==> src/shared/kli_pkg.sv <==
package kli_pkg;

    // ------------------------------------------------------------
    // Register addresses on the special function register bus
    // ------------------------------------------------------------
    localparam logic [7:0] ADDR_LEVEL_SELECT = 8'h9C;
    localparam logic [7:0] ADDR_LINE_ENABLE  = 8'h9D;
    localparam logic [7:0] ADDR_LINE_FLAGS   = 8'h9E;
    localparam logic [7:0] ADDR_IRQ_ENABLE2  = 8'hB1;
    localparam logic [7:0] ADDR_PRIO_LOW2    = 8'hB2;
    localparam logic [7:0] ADDR_PRIO_HIGH2   = 8'hB3;

    // ------------------------------------------------------------
    // Field positions and reset values
    // ------------------------------------------------------------
    localparam int          NUM_LINES        = 8;
    localparam int          GLOBAL_EN_BIT    = 0;
    localparam int          PRIO_BIT         = 0;
    localparam int          SW_CLEAR_LINE    = 2;
    localparam logic [7:0]  RESET_BYTE       = 8'h00;
    localparam logic [7:0]  READ_CLEAR_MASK  = 8'hFB;
    localparam logic [7:0]  ZERO_BYTE        = 8'h00;
    localparam logic [7:0]  PIN_IDLE_BYTE    = 8'hFF;

    // ------------------------------------------------------------
    // Complete state of the block
    // ------------------------------------------------------------
    typedef struct packed {
        logic [7:0] pin_meta;
        logic [7:0] pin_sync;
        logic [7:0] level_select_bits;
        logic [7:0] line_enable_bits;
        logic [7:0] line_flag_bits;
        logic       global_keypad_enable_bit;
        logic       keypad_priority_low;
        logic       keypad_priority_high;
        logic [7:0] rdata;
        logic       irq;
        logic       wake;
    } kli_state_s;

endpackage

==> src/hdl/kli_keypad_level_interrupt.sv <==
`timescale 1ns/10ps
// Function
// - Eight port inputs are separate sources sharing one interrupt request.
// - Level-select bit zero makes a low input the active level.
// - Level-select bit one makes a high input the active level.
// - Hardware sets each line flag while its input shows active level.
// - A flag requests an interrupt only while its line enable is one.
// - Reading the flag register clears flags of lines 0, 1 and 3-7.
// - A disabled line contributes nothing and stays an ordinary pin.
// - One global enable gates the combined request of all lines.
// - Active level on an enabled line wakes from idle and power-down.
// - Level-select, enable and flag registers reset to zero.
// - Global enable is bit 0 of the second interrupt enable register.
// - Two priority bits give four levels, 00 lowest, 11 highest.
module kli_keypad_level_interrupt (
    input  wire logic       clk_sys_i,
    input  wire logic       nrst_i,
    input  wire logic [7:0] keypad_port_pins_i,
    input  wire logic [7:0] sfr_addr_i,
    input  wire logic       sfr_wr_i,
    input  wire logic       sfr_rd_i,
    input  wire logic [7:0] sfr_wdata_i,
    output logic      [7:0] sfr_rdata_o,
    output logic            keypad_interrupt_request_o,
    output logic      [1:0] keypad_priority_o,
    output logic            wake_request_o
);

    // ------------------------------------------------------------
    // State
    // ------------------------------------------------------------
    kli_pkg::kli_state_s st;
    kli_pkg::kli_state_s next_st;

    logic [7:0] active_level;
    logic       wr_level;
    logic       wr_enable;
    logic       wr_flags;
    logic       wr_ien;
    logic       wr_plow;
    logic       wr_phigh;
    logic       rd_flags;

    // ------------------------------------------------------------
    // Per-line level compare
    // ------------------------------------------------------------
    genvar g;
    generate
        for (g = 0; g < kli_pkg::NUM_LINES; g++) begin : g_line
            // XNOR: low matches when select is 0, high when 1
            assign active_level[g] =
                ~(st.pin_sync[g] ^ st.level_select_bits[g]);
        end
    endgenerate

    // ------------------------------------------------------------
    // Bus decode
    // ------------------------------------------------------------
    assign wr_level  = sfr_wr_i && (sfr_addr_i == kli_pkg::ADDR_LEVEL_SELECT);
    assign wr_enable = sfr_wr_i && (sfr_addr_i == kli_pkg::ADDR_LINE_ENABLE);
    assign wr_flags  = sfr_wr_i && (sfr_addr_i == kli_pkg::ADDR_LINE_FLAGS);
    assign wr_ien    = sfr_wr_i && (sfr_addr_i == kli_pkg::ADDR_IRQ_ENABLE2);
    assign wr_plow   = sfr_wr_i && (sfr_addr_i == kli_pkg::ADDR_PRIO_LOW2);
    assign wr_phigh  = sfr_wr_i && (sfr_addr_i == kli_pkg::ADDR_PRIO_HIGH2);
    assign rd_flags  = sfr_rd_i && (sfr_addr_i == kli_pkg::ADDR_LINE_FLAGS);

    // ------------------------------------------------------------
    // Next state
    // ------------------------------------------------------------
    always_comb begin
        logic [7:0] clr;
        clr     = kli_pkg::ZERO_BYTE;
        next_st = st;

        // Meta stage feeds only the second stage
        next_st.pin_meta = keypad_port_pins_i;
        next_st.pin_sync = st.pin_meta;

        if (wr_level) begin
            next_st.level_select_bits = sfr_wdata_i;
        end
        if (wr_enable) begin
            next_st.line_enable_bits = sfr_wdata_i;
        end
        if (wr_ien) begin
            next_st.global_keypad_enable_bit =
                sfr_wdata_i[kli_pkg::GLOBAL_EN_BIT];
        end
        if (wr_plow) begin
            next_st.keypad_priority_low = sfr_wdata_i[kli_pkg::PRIO_BIT];
        end
        if (wr_phigh) begin
            next_st.keypad_priority_high = sfr_wdata_i[kli_pkg::PRIO_BIT];
        end

        // Read clears all but the software-cleared line
        if (rd_flags) begin
            clr = kli_pkg::READ_CLEAR_MASK;
        end
        if (wr_flags && !sfr_wdata_i[kli_pkg::SW_CLEAR_LINE]) begin
            clr[kli_pkg::SW_CLEAR_LINE] = 1'b1;
        end
        // Set wins over clear so a held key is never lost
        next_st.line_flag_bits =
            (st.line_flag_bits & ~clr) | active_level;

        // Read data shows flags before the clear takes hold
        case (sfr_addr_i)
            kli_pkg::ADDR_LEVEL_SELECT: next_st.rdata = st.level_select_bits;
            kli_pkg::ADDR_LINE_ENABLE:  next_st.rdata = st.line_enable_bits;
            kli_pkg::ADDR_LINE_FLAGS:   next_st.rdata = st.line_flag_bits;
            kli_pkg::ADDR_IRQ_ENABLE2: begin
                next_st.rdata = kli_pkg::ZERO_BYTE;
                next_st.rdata[kli_pkg::GLOBAL_EN_BIT] =
                    st.global_keypad_enable_bit;
            end
            kli_pkg::ADDR_PRIO_LOW2: begin
                next_st.rdata = kli_pkg::ZERO_BYTE;
                next_st.rdata[kli_pkg::PRIO_BIT] = st.keypad_priority_low;
            end
            kli_pkg::ADDR_PRIO_HIGH2: begin
                next_st.rdata = kli_pkg::ZERO_BYTE;
                next_st.rdata[kli_pkg::PRIO_BIT] = st.keypad_priority_high;
            end
            default: next_st.rdata = kli_pkg::ZERO_BYTE;
        endcase
        if (!sfr_rd_i) begin
            next_st.rdata = st.rdata;
        end

        // One shared request, masked per line, gated globally
        next_st.irq = st.global_keypad_enable_bit
            && |(st.line_flag_bits & st.line_enable_bits);
        // Disabled lines neither request nor wake
        next_st.wake =
            |(active_level & st.line_enable_bits);

        if (!nrst_i) begin
            next_st = '0;
            // Released keys pull high; a low reset would flag every line
            next_st.pin_meta = kli_pkg::PIN_IDLE_BYTE;
            next_st.pin_sync = kli_pkg::PIN_IDLE_BYTE;
        end
    end

    always_ff @(posedge clk_sys_i) begin
        st <= next_st;
    end

    // ------------------------------------------------------------
    // Outputs
    // ------------------------------------------------------------
    assign sfr_rdata_o                = st.rdata;
    assign keypad_interrupt_request_o = st.irq;
    assign keypad_priority_o          =
        {st.keypad_priority_high, st.keypad_priority_low};
    assign wake_request_o             = st.wake;

endmodule // kli_keypad_level_interrupt

==> config.mk <==
export PLATFORM = sky130hd
export DESIGN_NAME = kli_keypad_level_interrupt
export DESIGN_NICKNAME = d
export VERILOG_FILES = /design/src/shared/kli_pkg.sv /design/src/hdl/kli_keypad_level_interrupt.sv
export SDC_FILE = /design/constraint.sdc
export NUM_CORES = 1
export LEC_CHECK = 0
export BUFFER_PORTS_ARGS = -buffer_cell sky130_fd_sc_hd__buf_2
export CAP_MARGIN = 20
export CORE_MARGIN = 5
export CORE_UTILIZATION = 55
export CTS_BUF_LIST = sky130_fd_sc_hd__clkbuf_8
export DETAILED_ROUTE_END_ITERATION = 8
export GPL_ROUTABILITY_DRIVEN = 0
export PLACE_DENSITY_LB_ADDON = 0.1
export SETUP_SLACK_MARGIN = 0.05
export SYNTH_ARGS = -nofsm -noshare
export SYNTH_HDL_FRONTEND = slang
export SYNTH_SLANG_ARGS = --single-unit
==> constraint.sdc <==
create_clock -name clk_sys_i -period 2 [get_ports clk_sys_i]
set_input_delay 0.2 -clock clk_sys_i [delete_from_list [all_inputs] [get_ports clk_sys_i]]
set_output_delay 0.2 -clock clk_sys_i [all_outputs]
set_load 0.01 [all_outputs]
==> After elaboration in Yosys (flattened, before gate mapping) <==
Cells that the tools add are included.
{ "totals": {"register_bits": 53, "inputBits": 28, "wordCells": 53} }
{ "op_classes": {"eq_ne": 6, "n_mux": 3, "bitwise_logic": 21, "reduce_logical": 12} }
{ "ops": {"columns": ["operator", "n"], "rows": [
  ["== test 8 bit (second input constant)", 6],
  ["case mux 8 bit (6 select lines)", 1],
  ["bitwise AND 8 bit", 3],
  ["OR reduction 8 bit", 2],
  ["logical AND 1 bit", 9],
  ["2-to-1 mux 8 bit", 1],
  ["NOT 1 bit", 8],
  ["NOT 8 bit", 1],
  ["bitwise OR 8 bit", 1],
  ["bitwise XOR 1 bit", 8],
  ["zero test 1 bit", 1],
  ["2-to-1 mux 1 bit", 1]
]} }

==> Depth between registers and ports, before layout <==
{ "depth": {"word_depth": 7, "ltp_mapped": 6, "mapped_depth_nobuf": 4} }

==> Least setup slack after synthesis <==
Ideal clock, no wire load.
{ "synth_path": {"path_type": "input -> register", "start": "input port sfr_addr_i[6]", "end": "register st[33] (netlist name)", "t_arrival_ps": 1228, "required_time_ps": 1887, "path_slack_ps": 659, "cell_stages": 6, "path_buffers": 2, "cell_sequence": "nand3b_4 -> or4_4 -> buf_6 -> buf_12 -> nand3_2 -> o21ai_2"} }
{ "synth_via": {"elab_chain_cells": 2} }
{ "synth_lines": {"columns": ["element", "line_no", "text"], "rows": [
  ["from (decl)", "kli_keypad_level_interrupt.sv:19", "input wire logic [7:0] sfr_addr_i,"],
  ["== test 8 bit", "kli_keypad_level_interrupt.sv:59", "assign wr_level = sfr_wr_i && (sfr_addr_i == kli_pkg::ADDR_LEVEL_SELECT);"],
  ["logical AND 1 bit", "kli_keypad_level_interrupt.sv:59", null],
  ["to (signal assigned)", "kli_keypad_level_interrupt.sv:147", "st <= next_st;"],
  ["to (decl)", "kli_keypad_level_interrupt.sv:32", "kli_pkg::kli_state_s st;"]
]} }
No other way between the ends.
A chain may end at the register's enable or synchronous reset.

==> Worst setup path after layout <==
{ "layout_path": {"start": "input port sfr_addr_i[6]", "end": "register st[27] (netlist name)"} }
{ "layout_via": {"elab_chain_cells": 2} }
{ "layout_lines": {"columns": ["element", "line_no", "text"], "rows": [
  ["== test 8 bit", "kli_keypad_level_interrupt.sv:60", "assign wr_enable = sfr_wr_i && (sfr_addr_i == kli_pkg::ADDR_LINE_ENABLE);"],
  ["logical AND 1 bit", "kli_keypad_level_interrupt.sv:60", null]
]} }
No other way between the ends.

==> qor.yml <==
outcome: "complete, no violations"
leakagePower_uw: 0.00102
slew_violations: 0
nets: 292
rsz0062_at_grt: "no"
critPathCapture: "st[27]"
grt_pass1_vias: 1501
drc: 0
p_sw_frac: 0.237
synth_top_area_cell: "dfxtp_1"
finalSetupViolations: 0
cts_max_path_buffers: 2
coreArea_um2: 4030
syn_inst: 234
synth_cell_type_count: 35
critPathLaunchType: "input port"
end_kind: "flip-flop"
finalCriticalPeriod_ns: 1.21
worstPathMaxFanout: 8
synthArstFlopShare: 0
postCtsSetupBuffers: 0
pre_cts_ws_ns: 0.464
synth_top_area_share: 0.461
clock_latency_ns: 0.31
syn_nets: 262
relSlewSlack: 0.716
hold_path_class: "in2reg"
port_buffers: 39
nFillCells: 370
grt_pass1_wl_um: 7270
ys_seq_area_frac: 0.461
setup_tns_ns: 0
cap_violations: 0
ys_top_cells_by_area: "dfxtp_1 (46%), mux2i_1 (9.1%), nand2_1 (4.6%)"
htree_levels: 2
cts_buffers: 5
clkTransAtPathRegs_ns: 0.10
fin_skew_ns: 0.00897
drt_iter0_markers: 173
combPwrFrac: 0.071
start_util: 0.571
multi_input_area_um2: 1030
die_x_um: 74.7
r2r_cells: 3
synth-seq-cells: 53
fp-row-count: 23
synth-warning-count: 0
drt_wl_total_um: 4580
timing.critical_path.from: "sfr_addr_i[6]"
criticalPathCategory: "in2reg"
switching_power_uw: 442
syn_to_final_growth_pct: 10.5
drive_gt1_frac: 0.260
diodes: 0
netlist_top_cells_count: "dfxtp_1 (53), nand2_1 (28), mux2i_1 (21)"
ys.flop_type: "dfxtp_1"
p_seq_frac: 0.585
detail_route.wl_per_cell_um: 14.5
r2r_end: "wake_request_o"
period_share: 0.605
cts_tree: "built"
syn_area_um2: 2300
root_buffer: "clkbuf_8"
r2r_start: "st[33]"
via_count: 1673
synth.most_common_cell: "dfxtp_1"
finalHoldViolCount: 0
antenna_found_initial: 0
viasPerCell: 5.31
die_area_um2: 5570
die_h_um: 74.7
ios: 40
worst_pin_slew_ns: 0.425
synth-edff-count: 0
grtUsageTotal: 0.173
cts.sinks: 53
cts_resized: 0
internal_power_uw: 1420
reg2reg_slack_ns: 0.87
hold_buffers: 0
ant_nets: 0
seq_area_um2: 1060
clockPowerShare: 0.343
grt_max_degree: 23
ir_drop_v: 0.000441
worst_slack_ns: 0.791
required_ns: 2.24
cp.arrival_ns: 1.45
power.density_nw_per_um2: 734
fmax_mhz: 827
syn_area_per_cell_um2: 9.83
gr-total-overflow: 0
first_pass_iters: 4
dp_hpwl_um: 3370
[through the flow]
stage                     power [uW]   util  instance area [um^2]  std cells  hold WS [ns]
after detailed placement        1250  0.606                  2440        307         0.384
after global routing            1940  0.631                  2540        315        0.0599
after global placement          1250  0.606                  2440        307         0.381
after floorplan                 1200      -                  2300        234         0.300
after CTS                       1880  0.631                  2540        315        0.0535
final                           1870  0.631                  2540        315        0.0634
[logic make-up (layout without fill, tap and decap cells)]
logic type	Yosys count	after routing	synth area share
xor gates and xnor gates	8	8	0.0305
and+or+nand+nor	68	68	0.171
buffers and inverters	33	64	0.0909
muxes	21	21	0.0914
DFF	53	53	0.461
AOI/OAI and AO/OA	51	51	0.155
[routing by layer]
| metal | global-route usage | vias up | share of wire |
|---|---|---|---|
| met4 | 0.0870 | 0 | 0.020 |
| met3 | 0.0427 | 8 | 0.065 |
| met5 | 0 | - | 0 |
| met1 | 0.242 | 752 | 0.50 |
| met2 | 0.247 | 48 | 0.41 |
| li1 | - | 865 | - |
[cell usage in the layout (no fill, tap or decap), types with 2 or more instances in the layout]
cell / n
dfxtp_1: 53
buf_2: 39
nand2_1: 28
mux2i_1: 21
o21ai_0: 16
nand2b_1: 16
inv_1: 9
xnor2_1: 8
a31oi_1: 8
a22oi_1: 8
buf_4: 8
o21ai_2: 7
a22o_1: 7
nand3_1: 6
clkbuf_8: 6
nor2_1: 3
nand3_2: 3
nor2b_1: 2
a41oi_1: 2
[worst min-delay path by stage]
stage	endpoint	from	slack, ns	depth (start not counted)
finish	st[48]	keypad_port_pins_i[3]	0.06	2
global route	st[47]	keypad_port_pins_i[2]	0.06	2
CTS	st[48]	keypad_port_pins_i[3]	0.05	2
detailed placement	st[48]	keypad_port_pins_i[3]	0.38	2
global placement	st[45]	keypad_port_pins_i[0]	0.38	2
floorplan	st[15]	sfr_wr_i	0.30	1
[layout make-up]
type                            count  area share
Clock buffer                        6      0.0325
Clock inverter                      2     0.00640
Inverter                            9      0.0133
Multi-Input combinational cell    148       0.405
Sequential cell                    53       0.418
Tap cell                           50      0.0246
Timing Repair Buffer               47       0.100
[power by group through the flow]
stage	Sequential, uW	Combinational, uW	Clock (uW)
5_1_grt	1100	150	699
3_3_place_gp	1120	132	0
3_5_place_dp	1120	134	0
6_report	1090	133	641
2_1_floorplan	1110	86.5	0
4_1_cts	1090	134	656
[critical path, stage by stage]
cell      delay [ns]
buf_2           0.10
nand3b_4        0.17
nor3_1          0.35
and3_1          0.21
buf_4           0.20
mux2i_1         0.22
[state kept, by name, summed over array words and instances, names as in the netlist]
register and count:
sfr_rdata_o 8, wake_request_o 1, st 41, keypad_priority_o 2, keypad_interrupt_request_o 1
No activity file was read; power rests on OpenSTA's default activity.
